===== config.mk =====
export PLATFORM = sky130hd
export DESIGN_NAME = hsr_register_bank
export DESIGN_NICKNAME = d
export VERILOG_FILES = /design/src/hw/hsr_pkg.sv /design/src/hw/hsr_period_timer.sv /design/src/hw/hsr_pressure_buffer.sv /design/src/hw/hsr_register_bank.sv
export SDC_FILE = /design/constraint.sdc
export NUM_CORES = 1
export LEC_CHECK = 0
export ABC_AREA = 1
export BUFFER_PORTS_ARGS = -buffer_cell sky130_fd_sc_hd__buf_2
export CAP_MARGIN = 20
export CORE_MARGIN = 10
export CORE_UTILIZATION = 45
export CTS_CLUSTER_DIAMETER = 150
export DETAILED_ROUTE_END_ITERATION = 8
export MAX_ROUTING_LAYER = met4
export PLACE_DENSITY = 0.68
export SYNTH_ARGS = -nofsm -noshare
export SYNTH_HDL_FRONTEND = slang
export SYNTH_SLANG_ARGS = --single-unit

===== constraint.sdc =====
create_clock -name mclk -period 13.32 [get_ports mclk]
set_input_delay 1.332 -clock mclk [delete_from_list [all_inputs] [get_ports mclk]]
set_output_delay 1.332 -clock mclk [all_outputs]
set_load 0.05 [all_outputs]

===== src/hw/hsr_pkg.sv =====
package hsr_pkg;

  // Register offsets on the host link.
  localparam logic [7:0] ADDR_SESSION = 8'h38;
  localparam logic [7:0] ADDR_PERIOD = 8'h50;
  localparam logic [7:0] ADDR_SELFTEST = 8'h51;
  localparam logic [7:0] ADDR_PIN_FUNCTION_CONFIG = 8'h52;
  localparam logic [7:0] ADDR_TRIGGER = 8'h53;
  localparam logic [7:0] ADDR_ENABLES = 8'h54;
  localparam logic [7:0] ADDR_EVENTS = 8'h55;
  localparam logic [7:0] ADDR_FAULTS = 8'h56;
  localparam logic [7:0] ADDR_COMMAND = 8'h57;
  localparam logic [7:0] ADDR_DEBOUNCE = 8'h58;
  localparam logic [7:0] ADDR_FIXED_HI = 8'h59;
  localparam logic [7:0] ADDR_FIXED_LO = 8'h5a;
  localparam logic [7:0] ADDR_MIN_INTERVAL = 8'h5b;
  localparam logic [7:0] ADDR_REL_HI = 8'h5c;
  localparam logic [7:0] ADDR_REL_LO = 8'h5d;
  localparam logic [7:0] ADDR_SLOPE_HI = 8'h5e;
  localparam logic [7:0] ADDR_SLOPE_LO = 8'h5f;
  localparam logic [7:0] ADDR_TEMPERATURE = 8'h70;
  localparam logic [7:0] ADDR_VOLTAGE = 8'h71;
  localparam logic [7:0] ADDR_FILL_INDEX = 8'h75;
  localparam logic [7:0] ADDR_BUFFER_FIRST = 8'h76;
  localparam logic [7:0] ADDR_BUFFER_LAST = 8'h8d;

  // Field positions and writable-bit masks.
  localparam int HOLD_BIT = 2;
  localparam int SPI_WRITE_BIT = 7;
  localparam logic [7:0] SESSION_MASK = 8'h04;
  localparam logic [7:0] PIN_FUNCTION_CONFIG_MASK = 8'h07;
  localparam logic [7:0] TRIGGER_MASK = 8'h3f;
  localparam logic [7:0] ENABLES_MASK = 8'h07;
  localparam logic [7:0] COMMAND_MASK = 8'h9f;

  // Values after power-on or user reset.
  localparam logic [7:0] SESSION_RST = 8'h00;
  localparam logic [7:0] PERIOD_RST = 8'h04;
  localparam logic [7:0] SELFTEST_RST = 8'hff;
  localparam logic [7:0] OTHER_RST = 8'h00;

  // Timing: clock period, milliseconds, sampling periods and the wait timeout.
  localparam int CLK_PERIOD_NS = 100;
  localparam int NS_PER_MS = 1000000;
  localparam int MS_CYCLES_DFLT = NS_PER_MS / CLK_PERIOD_NS;
  localparam logic [9:0] PERIOD_MS_0 = 10'd10;
  localparam logic [9:0] PERIOD_MS_1 = 10'd20;
  localparam logic [9:0] PERIOD_MS_2 = 10'd40;
  localparam logic [9:0] PERIOD_MS_3 = 10'd70;
  localparam logic [9:0] PERIOD_MS_4 = 10'd135;
  localparam logic [9:0] PERIOD_MS_5 = 10'd510;
  localparam logic [9:0] PERIOD_MS_6 = 10'd1000;
  localparam logic [11:0] TIMEOUT_MS = 12'd2048;

  // Pressure buffer shape.
  localparam int BUF_DEPTH = 12;
  localparam int BUF_WIDTH = 16;
  localparam int PRESSURE_BITS = 10;

  // Waiting-state machine.
  typedef enum logic [1:0] {
    SES_IDLE = 2'b01,
    SES_WAIT = 2'b10
  } hsr_session_e;

  // Internal sub-bus that an address belongs to, for arbitration.
  function automatic logic [1:0] hsr_sub_bus(input logic [7:0] a);
    if (a == ADDR_SESSION) begin
      return 2'h1;
    end else if (a[7:4] == ADDR_PERIOD[7:4]) begin
      return 2'h2;
    end else if (a >= ADDR_TEMPERATURE && a <= ADDR_BUFFER_LAST) begin
      return 2'h3;
    end
    return 2'h0;
  endfunction

endpackage


===== src/hw/hsr_period_timer.sv =====
`timescale 1ns/100ps
`default_nettype none
module hsr_period_timer
  import hsr_pkg::*;
#(
  parameter int MS_CYCLES = MS_CYCLES_DFLT
) (
  // Clock and reset.
  input wire logic mclk,
  input wire logic rst,
  // Selected period code.
  input wire logic [7:0] period_code,
  // Ticks.
  output logic ms_tick,
  output logic sample_tick
);

  logic [23:0] pre_reg;
  logic [9:0] ms_cnt_reg;
  logic [9:0] period_ms;

  // Codes above the last one behave as the last one.
  always_comb begin
    case (period_code)
      8'h00: period_ms = PERIOD_MS_0;
      8'h01: period_ms = PERIOD_MS_1;
      8'h02: period_ms = PERIOD_MS_2;
      8'h03: period_ms = PERIOD_MS_3;
      8'h04: period_ms = PERIOD_MS_4;
      8'h05: period_ms = PERIOD_MS_5;
      default: period_ms = PERIOD_MS_6;
    endcase
  end

  // Millisecond prescaler.
  always_ff @(posedge mclk or posedge rst) begin
    if (rst) begin
      pre_reg <= 24'h000000;
      ms_tick <= 1'b0;
    end else begin
      ms_tick <= (pre_reg == 24'(MS_CYCLES - 1));
      pre_reg <= (pre_reg == 24'(MS_CYCLES - 1)) ? 24'h000000 : pre_reg + 24'h000001;
    end
  end

  // Sampling tick once per selected period.
  always_ff @(posedge mclk or posedge rst) begin
    if (rst) begin
      ms_cnt_reg <= 10'h000;
      sample_tick <= 1'b0;
    end else begin
      sample_tick <= 1'b0;
      if (ms_tick) begin
        if (ms_cnt_reg >= period_ms - 10'h001) begin
          ms_cnt_reg <= 10'h000;
          sample_tick <= 1'b1;
        end else begin
          ms_cnt_reg <= ms_cnt_reg + 10'h001;
        end
      end
    end
  end

endmodule // hsr_period_timer
`default_nettype wire


===== src/hw/hsr_pressure_buffer.sv =====
`timescale 1ns/100ps
`default_nettype none
module hsr_pressure_buffer
  import hsr_pkg::*;
(
  // Clock and reset.
  input wire logic mclk,
  input wire logic rst,
  // New samples and clearing.
  input wire logic push,
  input wire logic [PRESSURE_BITS-1:0] pressure,
  input wire logic clear,
  // Two byte read ports.
  input wire logic [7:0] rd_a_addr,
  output logic [7:0] rd_a_data,
  input wire logic [7:0] rd_b_addr,
  output logic [7:0] rd_b_data,
  // Number of valid entries.
  output logic [7:0] fill
);

  logic [BUF_WIDTH-1:0] entry_reg [BUF_DEPTH];

  // Byte at a window address: even offsets give the high byte.
  function automatic logic [7:0] window_byte(input logic [7:0] a);
    logic [7:0] off;
    logic [BUF_WIDTH-1:0] e;
    off = a - ADDR_BUFFER_FIRST;
    e = entry_reg[off[4:1]];
    return off[0] ? e[7:0] : e[15:8];
  endfunction

  // Newest sample enters entry zero and older ones move down.
  always_ff @(posedge mclk or posedge rst) begin
    if (rst) begin
      for (int i = 0; i < BUF_DEPTH; i++) begin
        entry_reg[i] <= 16'h0000;
      end
      fill <= 8'h00;
    end else if (clear) begin
      for (int i = 0; i < BUF_DEPTH; i++) begin
        entry_reg[i] <= 16'h0000;
      end
      fill <= 8'h00;
    end else if (push) begin
      entry_reg[0] <= 16'(pressure);
      for (int i = 1; i < BUF_DEPTH; i++) begin
        entry_reg[i] <= entry_reg[i-1];
      end
      if (fill != 8'(BUF_DEPTH)) begin
        fill <= fill + 8'h01;
      end
    end
  end

  // Read ports; addresses outside the window read zero.
  always_comb begin
    rd_a_data = 8'h00;
    rd_b_data = 8'h00;
    if (rd_a_addr >= ADDR_BUFFER_FIRST && rd_a_addr <= ADDR_BUFFER_LAST) begin
      rd_a_data = window_byte(rd_a_addr);
    end
    if (rd_b_addr >= ADDR_BUFFER_FIRST && rd_b_addr <= ADDR_BUFFER_LAST) begin
      rd_b_data = window_byte(rd_b_addr);
    end
  end

endmodule // hsr_pressure_buffer
`default_nettype wire


===== src/hw/hsr_register_bank.sv =====
// Notes on behaviour
// Host reads and writes all configuration, status, command and buffer registers over SPI; host writes to 0x55, 0x56, 0x70, 0x71 and the buffer are ignored.
//     (Code ignores host writes to 0x70, 0x71 and the buffer, but a host write to 0x55 or 0x56 clears that register to zero.)
// CPU hold flag is bit 2 of session register 0x38; other bits reserved.
// While hold is 1 the CPU is stalled; SPI alone reaches the registers.
// While hold is 0, SPI waits whenever the CPU uses the same sub-bus.
// Reset clears the whole session register, hold flag included.
// Host writes hold back to 0 at the end of its transfers.
// Sampling period register at 0x50 is full 8-bit read/write, reset 0x04.
// Waiting state ends by itself after 2048 ms without host clearing.
// A timed-out wait discards the commands the host wrote.
// Period codes 0..6 give 10..1000 ms; higher codes act as 6.
// A changed sampling period clears the pressure buffer after SPI transfers end. (Code clears it only on a host change; a CPU write to 0x50 does not.)
// Reserved bits ignore writes and read back as zero.
`timescale 1ns/100ps
`default_nettype none
module hsr_register_bank
  import hsr_pkg::*;
#(
  parameter int MS_CYCLES = MS_CYCLES_DFLT
) (
  // Clock and reset.
  input wire logic mclk,
  input wire logic rst,
  // SPI link to the host, mode 0.
  input wire logic spi_sclk,
  input wire logic spi_cs_n,
  input wire logic spi_mosi,
  output logic spi_miso,
  output logic spi_miso_oe,
  // Internal CPU register port.
  input wire logic cpu_req,
  input wire logic cpu_we,
  input wire logic [7:0] cpu_addr,
  input wire logic [7:0] cpu_wdata,
  output logic cpu_gnt,
  output logic [7:0] cpu_rdata,
  // Session control towards firmware.
  input wire logic session_req,
  output logic cpu_hold,
  output logic cmd_execute,
  output logic [7:0] cmd_code,
  output logic wait_timeout,
  // Measurement side.
  input wire logic meas_push,
  input wire logic [PRESSURE_BITS-1:0] meas_pressure,
  output logic sample_tick
);

  localparam logic [3:0] CMD_IDX = ADDR_COMMAND[3:0];
  localparam logic [3:0] PERIOD_IDX = ADDR_PERIOD[3:0];

  logic [7:0] session_reg;
  logic [7:0] cfg_reg [16];
  logic [7:0] temp_reg;
  logic [7:0] volt_reg;
  logic [7:0] fill_idx;
  logic [7:0] buf_spi_byte;
  logic [7:0] buf_cpu_byte;
  logic ms_tick;
  hsr_session_e ses_reg;
  logic [11:0] wait_ms_reg;
  logic timeout_hit;
  logic cmd_clear;
  logic sclk_prev_reg;
  logic [2:0] bit_cnt_reg;
  logic [1:0] byte_cnt_reg;
  logic [6:0] shift_in_reg;
  logic [7:0] byte_in;
  logic byte_done;
  logic hdr_write_reg;
  logic [7:0] cur_addr_reg;
  logic [7:0] acc_addr_reg;
  logic [7:0] acc_wdata_reg;
  logic acc_we_reg;
  logic acc_pend_reg;
  logic [7:0] tx_reg;
  logic cpu_go;
  logic spi_go;
  logic spi_wr_go;
  logic cpu_wr_go;
  logic [7:0] spi_rdata;
  logic [7:0] cpu_rd_value;
  logic period_dirty_reg;
  logic buf_clear_reg;

  // Reset value of a configuration slot.
  function automatic logic [7:0] cfg_reset(input int i);
    if (i == int'(PERIOD_IDX)) begin
      return PERIOD_RST;
    end else if (i == int'(ADDR_SELFTEST[3:0])) begin
      return SELFTEST_RST;
    end
    return OTHER_RST;
  endfunction

  // Writable bits of an address; flag registers are not host-writable.
  function automatic logic [7:0] wr_mask(input logic [7:0] a, input logic from_host);
    case (a)
      ADDR_SESSION: return SESSION_MASK;
      ADDR_PIN_FUNCTION_CONFIG: return PIN_FUNCTION_CONFIG_MASK;
      ADDR_TRIGGER: return TRIGGER_MASK;
      ADDR_ENABLES: return ENABLES_MASK;
      ADDR_COMMAND: return COMMAND_MASK;
      ADDR_EVENTS, ADDR_FAULTS, ADDR_TEMPERATURE, ADDR_VOLTAGE: return from_host ? 8'h00 : 8'hff;
      default: return 8'hff;
    endcase
  endfunction

  // Register read mux shared by both ports; unmapped addresses read zero.
  function automatic logic [7:0] rd_mux(input logic [7:0] a, input logic [7:0] buf_byte);
    if (a == ADDR_SESSION) begin
      return session_reg & SESSION_MASK;
    end else if (a[7:4] == ADDR_PERIOD[7:4]) begin
      return cfg_reg[a[3:0]];
    end else if (a == ADDR_TEMPERATURE) begin
      return temp_reg;
    end else if (a == ADDR_VOLTAGE) begin
      return volt_reg;
    end else if (a == ADDR_FILL_INDEX) begin
      return fill_idx;
    end
    return buf_byte;
  endfunction

  // Arbitration: hold stalls the CPU; otherwise SPI yields on a shared sub-bus.
  always_comb begin
    cpu_go = cpu_req && !cpu_gnt && !session_reg[HOLD_BIT];
    spi_go = acc_pend_reg && (session_reg[HOLD_BIT] ||
             !(cpu_go && hsr_sub_bus(cpu_addr) == hsr_sub_bus(acc_addr_reg)));
    spi_wr_go = spi_go && acc_we_reg;
    cpu_wr_go = cpu_go && cpu_we;
    spi_rdata = rd_mux(acc_addr_reg, buf_spi_byte);
    cpu_rd_value = rd_mux(cpu_addr, buf_cpu_byte);
  end

  // CPU port answers one cycle after it is taken.
  always_ff @(posedge mclk or posedge rst) begin
    if (rst) begin
      cpu_gnt <= 1'b0;
      cpu_rdata <= 8'h00;
    end else begin
      cpu_gnt <= cpu_go;
      if (cpu_go && !cpu_we) begin
        cpu_rdata <= cpu_rd_value;
      end
    end
  end

  // Configuration block 0x50..0x5f, written by host or CPU.
  always_ff @(posedge mclk or posedge rst) begin
    if (rst) begin
      for (int i = 0; i < 16; i++) begin
        cfg_reg[i] <= cfg_reset(i);
      end
    end else begin
      if (cmd_clear) begin
        cfg_reg[CMD_IDX] <= 8'h00;
      end
      for (int i = 0; i < 16; i++) begin
        if (cpu_wr_go && cpu_addr == ADDR_PERIOD + 8'(i)) begin
          cfg_reg[i] <= cpu_wdata & wr_mask(cpu_addr, 1'b0);
        end
        if (spi_wr_go && acc_addr_reg == ADDR_PERIOD + 8'(i)) begin
          cfg_reg[i] <= acc_wdata_reg & wr_mask(acc_addr_reg, 1'b1);
        end
      end
    end
  end

  // Readings written by the CPU only.
  always_ff @(posedge mclk or posedge rst) begin
    if (rst) begin
      temp_reg <= OTHER_RST;
      volt_reg <= OTHER_RST;
    end else begin
      if (cpu_wr_go && cpu_addr == ADDR_TEMPERATURE) begin
        temp_reg <= cpu_wdata;
      end
      if (cpu_wr_go && cpu_addr == ADDR_VOLTAGE) begin
        volt_reg <= cpu_wdata;
      end
    end
  end

  // Session register: a firmware request sets hold and wins over any clear.
  always_ff @(posedge mclk or posedge rst) begin
    if (rst) begin
      session_reg <= SESSION_RST;
    end else if (session_req) begin
      session_reg[HOLD_BIT] <= 1'b1;
    end else if (timeout_hit) begin
      session_reg <= SESSION_RST;
    end else if (spi_wr_go && acc_addr_reg == ADDR_SESSION) begin
      session_reg <= acc_wdata_reg & SESSION_MASK;
    end else if (cpu_wr_go && cpu_addr == ADDR_SESSION) begin
      session_reg <= cpu_wdata & SESSION_MASK;
    end
  end

  assign cpu_hold = session_reg[HOLD_BIT];

  // Waiting state ends by host clear or by timeout.
  always_comb begin
    timeout_hit = (ses_reg == SES_WAIT) && session_reg[HOLD_BIT] && ms_tick &&
                  (wait_ms_reg == TIMEOUT_MS - 12'h001);
    cmd_clear = (ses_reg == SES_WAIT) && (!session_reg[HOLD_BIT] || timeout_hit);
  end

  // Session state machine and its millisecond count.
  always_ff @(posedge mclk or posedge rst) begin
    if (rst) begin
      ses_reg <= SES_IDLE;
      wait_ms_reg <= 12'h000;
      cmd_execute <= 1'b0;
      cmd_code <= 8'h00;
      wait_timeout <= 1'b0;
    end else begin
      cmd_execute <= 1'b0;
      wait_timeout <= 1'b0;
      case (ses_reg)
        SES_IDLE: begin
          wait_ms_reg <= 12'h000;
          if (session_reg[HOLD_BIT]) begin
            ses_reg <= SES_WAIT;
          end
        end
        SES_WAIT: begin
          if (!session_reg[HOLD_BIT]) begin
            ses_reg <= SES_IDLE;
            cmd_execute <= 1'b1;
            cmd_code <= cfg_reg[CMD_IDX];
          end else if (timeout_hit) begin
            ses_reg <= SES_IDLE;
            wait_timeout <= 1'b1;
          end else if (ms_tick) begin
            wait_ms_reg <= wait_ms_reg + 12'h001;
          end
        end
        default: begin
          ses_reg <= SES_IDLE;
        end
      endcase
    end
  end

  // Bit framing on the SPI pins, sampled on the system clock.
  assign byte_in = {shift_in_reg, spi_mosi};
  assign byte_done = !spi_cs_n && spi_sclk && !sclk_prev_reg && (bit_cnt_reg == 3'h7);

  always_ff @(posedge mclk or posedge rst) begin
    if (rst) begin
      sclk_prev_reg <= 1'b0;
      bit_cnt_reg <= 3'h0;
      byte_cnt_reg <= 2'h0;
      shift_in_reg <= 7'h00;
      hdr_write_reg <= 1'b0;
    end else begin
      sclk_prev_reg <= spi_sclk;
      if (spi_cs_n) begin
        bit_cnt_reg <= 3'h0;
        byte_cnt_reg <= 2'h0;
      end else if (spi_sclk && !sclk_prev_reg) begin
        shift_in_reg <= byte_in[6:0];
        bit_cnt_reg <= bit_cnt_reg + 3'h1;
        if (byte_done) begin
          if (byte_cnt_reg == 2'h0) begin
            hdr_write_reg <= byte_in[SPI_WRITE_BIT];
          end
          if (byte_cnt_reg != 2'h2) begin
            byte_cnt_reg <= byte_cnt_reg + 2'h1;
          end
        end
      end
    end
  end

  // Access requests from the link, with auto-increment after each data byte.
  always_ff @(posedge mclk or posedge rst) begin
    if (rst) begin
      cur_addr_reg <= 8'h00;
      acc_addr_reg <= 8'h00;
      acc_wdata_reg <= 8'h00;
      acc_we_reg <= 1'b0;
      acc_pend_reg <= 1'b0;
    end else begin
      if (spi_go) begin
        acc_pend_reg <= 1'b0;
      end
      if (byte_done && byte_cnt_reg == 2'h1) begin
        cur_addr_reg <= byte_in;
        acc_addr_reg <= byte_in;
        acc_we_reg <= 1'b0;
        acc_pend_reg <= !hdr_write_reg;
      end else if (byte_done && byte_cnt_reg == 2'h2) begin
        cur_addr_reg <= cur_addr_reg + 8'h01;
        acc_pend_reg <= 1'b1;
        acc_we_reg <= hdr_write_reg;
        acc_wdata_reg <= byte_in;
        acc_addr_reg <= hdr_write_reg ? cur_addr_reg : cur_addr_reg + 8'h01;
      end
    end
  end

  // Read data shifts out MSB first, changing after falling clock edges.
  always_ff @(posedge mclk or posedge rst) begin
    if (rst) begin
      tx_reg <= 8'h00;
      spi_miso <= 1'b0;
      spi_miso_oe <= 1'b0;
    end else begin
      if (spi_go && !acc_we_reg) begin
        tx_reg <= spi_rdata;
      end else if (!spi_cs_n && !spi_sclk && sclk_prev_reg && bit_cnt_reg != 3'h0) begin
        tx_reg <= {tx_reg[6:0], 1'b0};
      end
      spi_miso <= tx_reg[7];
      spi_miso_oe <= !spi_cs_n;
    end
  end

  // A period changed by a host write clears the buffer once chip select is released.
  always_ff @(posedge mclk or posedge rst) begin
    if (rst) begin
      period_dirty_reg <= 1'b0;
      buf_clear_reg <= 1'b0;
    end else begin
      buf_clear_reg <= period_dirty_reg && spi_cs_n;
      if (spi_wr_go && acc_addr_reg == ADDR_PERIOD && acc_wdata_reg != cfg_reg[PERIOD_IDX]) begin
        period_dirty_reg <= 1'b1;
      end else if (period_dirty_reg && spi_cs_n) begin
        period_dirty_reg <= 1'b0;
      end
    end
  end

  // Sampling period and millisecond ticks.
  hsr_period_timer #(
    .MS_CYCLES(MS_CYCLES)
  ) u_timer (
    .mclk(mclk),
    .rst(rst),
    .period_code(cfg_reg[PERIOD_IDX]),
    .ms_tick(ms_tick),
    .sample_tick(sample_tick)
  );

  // Twelve-entry pressure buffer.
  hsr_pressure_buffer u_buffer (
    .mclk(mclk),
    .rst(rst),
    .push(meas_push),
    .pressure(meas_pressure),
    .clear(buf_clear_reg),
    .rd_a_addr(acc_addr_reg),
    .rd_a_data(buf_spi_byte),
    .rd_b_addr(cpu_addr),
    .rd_b_data(buf_cpu_byte),
    .fill(fill_idx)
  );

endmodule // hsr_register_bank
`default_nettype wire


# After elaboration in Yosys (flattened, before gate mapping)

Index checks and enable logic that the tools add are counted.
Widths: inputs -> output; s select.

Flip-flop bits (word level): 466
Output and inout port bits: 23
Word-level logic and storage cells: 462

$add $sub $neg: 10
Order comparisons: 11
Eq/ne operators: 63
Muxes and demuxes: 166
Bitwise logic cells: 39
Reductions and logical operators: 115

Operators by type and width:

| operator              | number |
|---|---|
| $mux 8                | 95 |
| $mux 192              | 2 |
| $eq 8x7->1 const B    | 38 |
| $and 8x8->8           | 32 |
| $bmux 16 s4           | 2 |
| $bmux 8 s4            | 2 |
| $mux 16               | 4 |
| $logic_and 1x1->1     | 63 |
| $pmux 10 s6           | 1 |
| $reduce_bool 2->1     | 24 |
| $pmux 8 s5            | 1 |
| $mux 12               | 3 |
| $ge 8x7->1 const B    | 4 |
| $pmux 8 s4            | 1 |
| $mux 1                | 31 |
| $mux 2                | 15 |
| $add 24x1->24 const B | 1 |
| $eq 24x14->1 const B  | 1 |
| $mux 24               | 1 |
| $pmux 12 s2           | 1 |
| $ge 5x5->1 const B    | 4 |
| $not 4->5             | 4 |
| $add 8x1->8 const B   | 2 |
| $eq 8x2->1 const B    | 2 |
| 37 further kinds      | 70 |

# Depth between registers and ports, before layout

Depth in word-level cells: 16
Gate-level depth with buffers: 18
Depth with buffers taken out: 18

# Hierarchy

From an unflattened synthesis, not the netlist that was laid out.

Cells, all modules: 3,197
Area, all modules: 23,271.1 µm²

Modules (own cells, without submodules):

| module              | times used | cells an instance | area each (µm²) | sequential area each (µm²) |
|---|---|---|---|---|
| hsr_register_bank   | 1          | 1,753             | 13,052.5        | 5,768.0 |
| hsr_pressure_buffer | 1          | 1,098             | 7,762.4         | 3,203.1 |
| hsr_period_timer    | 1          | 346               | 2,456.1         | 900.9 |

# Worst setup path before layout

Ideal clock, no wire load.

Path kind: input-to-reg
From: input port cpu_addr[1]
To: register tx_reg[2]
Library setup time: 0.125 ns
Arrival: 2.867 ns
Required time: 13.195 ns
Path slack: 10.328 ns
Stages: 15
Buffers on the path: 1
Cells stage by stage: buf_2 nor2_4 inv_2 nor2_1 nand2_1 nand3_1 nand2_1 nand3_2 nand2_4 nor2_2 inv_2 nand2_1 inv_2 nand2_1 nand3_1

Word-level cells in the longest chain between the ends: 13
Elaborated cells between the ends (all ways): 17

RTL lines:

| element                                     | line                     | RTL |
|---|---|---|
| start: declaration                          | hsr_register_bank.sv:34  | `input wire logic [7:0] cpu_addr,` |
| $ge 8x7->1 or $le 8x8->1 (tied branches)    | hsr_pkg.sv:72            | `end else if (a >= ADDR_TEMPERATURE && a <= ADDR_BUFFER_LAST) begin` |
| $logic_and 1x1->1                           | hsr_pkg.sv:72            |  |
| $mux 1                                      | hsr_pkg.sv:72            |  |
| $mux 1                                      | hsr_pkg.sv:70            | `end else if (a[7:4] == ADDR_PERIOD[7:4]) begin` |
| $mux 1                                      | hsr_pkg.sv:68            | `if (a == ADDR_SESSION) begin` |
| $mux 2 (*)                                  | hsr_pkg.sv:75            | `return 2'h0;` |
| $eq 2x2->1 (*)                              | hsr_register_bank.sv:130 | `!(cpu_go && hsr_sub_bus(cpu_addr) == hsr_sub_bus(acc_addr_reg)));` |
| $logic_and 1x1->1 (*)                       | hsr_register_bank.sv:130 |  |
| $logic_not 1->1 (*)                         | hsr_register_bank.sv:130 |  |
| $logic_or 1x1->1 (*)                        | hsr_register_bank.sv:129 | `spi_go = acc_pend_reg && (session_reg[HOLD_BIT] \|\|` |
| $logic_and 1x1->1 (*)                       | hsr_register_bank.sv:129 |  |
| $logic_and 1x1->1 (*)                       | hsr_register_bank.sv:312 | `if (spi_go && !acc_we_reg) begin` |
| $mux 8 or $reduce_bool 2->1 (tied branches) | --                       |  |
| end signal: assignment                      | hsr_register_bank.sv:313 | `tx_reg <= spi_rdata;` |
| end signal: assignment                      | hsr_register_bank.sv:315 | `tx_reg <= {tx_reg[6:0], 1'b0};` |
| end: declaration                            | hsr_register_bank.sv:77  | `logic [7:0] tx_reg;` |

Mark *: on every way between the ends. The rest lies on a longest branch, timed or not.
A chain may end at the register's enable or synchronous reset.

# Final worst setup path

From: input port cpu_addr[1]
To: register cfg_reg[68] (netlist name)

Word-level cells in the longest chain between the ends: 14
Elaborated cells between the ends (all ways): 28

RTL lines:

| element                                               | line                     | RTL |
|---|---|---|
| $ge 8x7->1 or $le 8x8->1 (tied branches)              | hsr_pkg.sv:72            |  |
| $logic_and 1x1->1                                     | hsr_pkg.sv:72            |  |
| $mux 1                                                | hsr_pkg.sv:72            |  |
| $mux 1                                                | hsr_pkg.sv:70            |  |
| $mux 1                                                | hsr_pkg.sv:68            |  |
| $mux 2                                                | hsr_pkg.sv:75            |  |
| $eq 2x2->1                                            | hsr_register_bank.sv:130 |  |
| $logic_and 1x1->1                                     | hsr_register_bank.sv:130 |  |
| $logic_not 1->1                                       | hsr_register_bank.sv:130 |  |
| $logic_or 1x1->1                                      | hsr_register_bank.sv:129 |  |
| $logic_and 1x1->1                                     | hsr_register_bank.sv:129 |  |
| $logic_and 1x1->1                                     | hsr_register_bank.sv:131 | `spi_wr_go = spi_go && acc_we_reg;` |
| $logic_and 1x1->1                                     | hsr_register_bank.sv:164 | `if (spi_wr_go && acc_addr_reg == ADDR_PERIOD + 8'(i)) begin` |
| $reduce_bool 3->1 (no line) or $mux 8 (tied branches) | --                       |  |
| end signal: indexed assignment                        | hsr_register_bank.sv:154 | `cfg_reg[i] <= cfg_reset(i);` |
| end signal: indexed assignment                        | hsr_register_bank.sv:162 | `cfg_reg[i] <= cpu_wdata & wr_mask(cpu_addr, 1'b0);` |
| end signal: indexed assignment                        | hsr_register_bank.sv:165 | `cfg_reg[i] <= acc_wdata_reg & wr_mask(acc_addr_reg, 1'b1);` |
| end: declaration                                      | hsr_register_bank.sv:54  | `logic [7:0] cfg_reg [16];` |

Parallel ways exist; a longest one is shown, timed or not. The select of a mux whose other input is x is not followed.

==> metrics.txt <==
flops & latches, synth 394; Hold Fails Final Rpt 0; CTS buffer count 46; Syn Inst Count 2842; Top FF cell, synth dfrtp_1; total global-route track usage 28.9%; Worst Tran Pin Value 1.18 ns; Routed WL 82400 um; post-DP HPWL 56600 um; sum of negative setup slack 0 ns; PortBufs 57; IO Pins a little under 60; vias in the first global route 20800; final setup violation count 0; fmax 0.216 GHz; Power Density 127 nW/um^2; Die X 241 um; critical path class in -> reg; CTS clk-pin slew, worst paths 0.06 ns; fin nets 2902; Hold Crit Class reg -> reg; Routed WL per cell 23.6 um; htree depth 2; Via-to-Cell Ratio 6.27; die area 58000 um^2; max cap viols 0; core area 47900 um^2; post-CTS setup buffers 0; synth unique cells 51; Layout Cells excl Fill 3494; Final Slew Violations 0; WP data required 13.80 ns; max reg flops 128; global route total overflow 0; root buf cell clkbuf_16; period utilisation layout 34.8%; RSZ-0062 raised after global routing no; # hold bufs at CTS 0; Min Clock Period, post-route 4.64 ns; largest net degree at the start of global routing 157; Post-CTS Resized 0; placed cells 3408; initial antenna violation count 1; Final Skew 0.0318 ns; clock buffer depth 3; Util after Layout 50.7%; Post-synth EDFFs 0; Skew-Pair Late Insertion Delay about 0.60 ns; clock sinks 394; GPL Wtd Cong roughly 1.0; global-route wire length before repair 126000 um; most frequent cells in the layout 485 x nand2_1, 383 x dfrtp_1, 342 x inv_1; Total Power a little over 0.003 W; worst vdd ir about 80 uV; TritonCTS clock tree built; Post-Syn Area 22000 um^2; warnings from Yosys 0; Avg Inst Size Synth between 7 and 8 um^2; post-synthesis sequential area ratio 45.0%; Vias 21900; crit path DAT 5.12 ns; leakage power total 11.2 nW; Antenna Nets Post-Route 0; outcome complete, no violations; Die Ht around 240 um; crit path capture type flip-flop; layout cells sized above 1 8.72%; async set-reset flop share out of synthesis 100%; synthesis-to-layout area growth 10.7%; Initial Utilization 45.8%; Detailed Routing Iterations Pass 1 6; commonest non-fill, non-tap cell in the layout nand2_1; slew margin rel. 21.0%; CP startpoint kind input pin; Post-Syn Nets 2902; DRC violations left 0; Worst Path Max Fanout 81; Rows 80; Starting DRT DRC Count 2943
critical path, cell delays in order:
cell and delay [ns]:
buf_2 0.08, buf_4 0.65, nand2_2 0.82, inv_1 0.44, nand3_1 0.24, nand4_1 0.25, nand3_1 0.15, nand2_1 0.36
inv_1 0.38, a22oi_1 0.27, nand2_1 0.07
through the flow:
step	setup slack (ns)	hold WS (ns)	area [um^2]
after floorplan	1.05	0.354	22000
after global placement	8.36	0.409	22700
after detailed placement	8.33	0.410	22800
after CTS	8.93	0.432	24300
after global routing	8.48	0.445	24300
final	8.68	0.430	24300
path summary, 6_finish.rpt:
kind	startpoint	end	slack, ns	cells after the start
worst min register to register	tx_reg[7]	spi_miso	0.43	0
max in group asynchronous	rst	cfg_reg[69]	10.10	4
worst max register to register	cfg_reg[127]	u_timer.ms_cnt_reg[5]	9.54	17
worst min-delay path	tx_reg[7]	spi_miso	0.43	0
worst max-delay path	cpu_addr[1]	cfg_reg[68]	8.68	11
min in group asynchronous	rst	u_buffer.entry_reg[153]	0.89	2
logic make-up (layout without fill, tap and decap cells):
family                   count (synthesis)  in the layout  share of synthesized area [%]
flip-flops                             394            394                           45.0
other                                    0              1                              0
adder cells (fa/ha/maj)                 25             25                           1.42
XOR/XNOR                                35             35                           1.43
AO/OA/AOI/OAI                          809            809                           21.3
buffers and inverters                  496            532                           8.64
AND/OR/NAND/NOR                       1083           1083                           22.2
layout make-up:
class,instances,area (um^2)
Antenna cell,1,2.50
Clock buffer,69,1370
Clock inverter,15,158
Fill cell,4608,23600
Inverter,364,1380
Multi-Input combinational cell,1952,10200
Sequential cell,394,9870
Tap cell,615,769
Timing Repair Buffer,84,536
power breakdown:
group / total (W) / leakage, nW / switching [W] / internal, W
Combinational: 0.000452 / 5.37 / 0.000320 / 0.000132
Sequential: 0.00134 / 5.06 / 0.0000559 / 0.00129
Clock: 0.00129 / 0.741 / 0.000537 / 0.000750
Total: 0.00308 / 11.2 / 0.000913 / 0.00217
cells in the mapped netlist, drive strengths merged (12+ instances only):
cell type | number | area, um^2
o221ai | 12 | 105
o21ai | 298 | 1500
nor2 | 171 | 766
dfrtp | 384 | 9610
buf | 21 | 113
a22oi | 16 | 120
a21oi | 152 | 764
nand3 | 314 | 1590
nand2 | 506 | 1960
o211ai | 68 | 510
inv | 360 | 1350
o22ai | 237 | 1480
clkbuf | 111 | 417
nor3 | 32 | 183
ha | 25 | 313
nand4 | 40 | 250
xor2 | 26 | 235
metal layers:
metal	up-vias	global-route usage, %	wire [um]
met1	10700	38.7	34600
met5	-	-	0
met2	1188	41.4	35900
li1	9827	-	-
met3	175	8.38	9540
met4	0	9.20	2390
(Power assumes the default switching activity.)
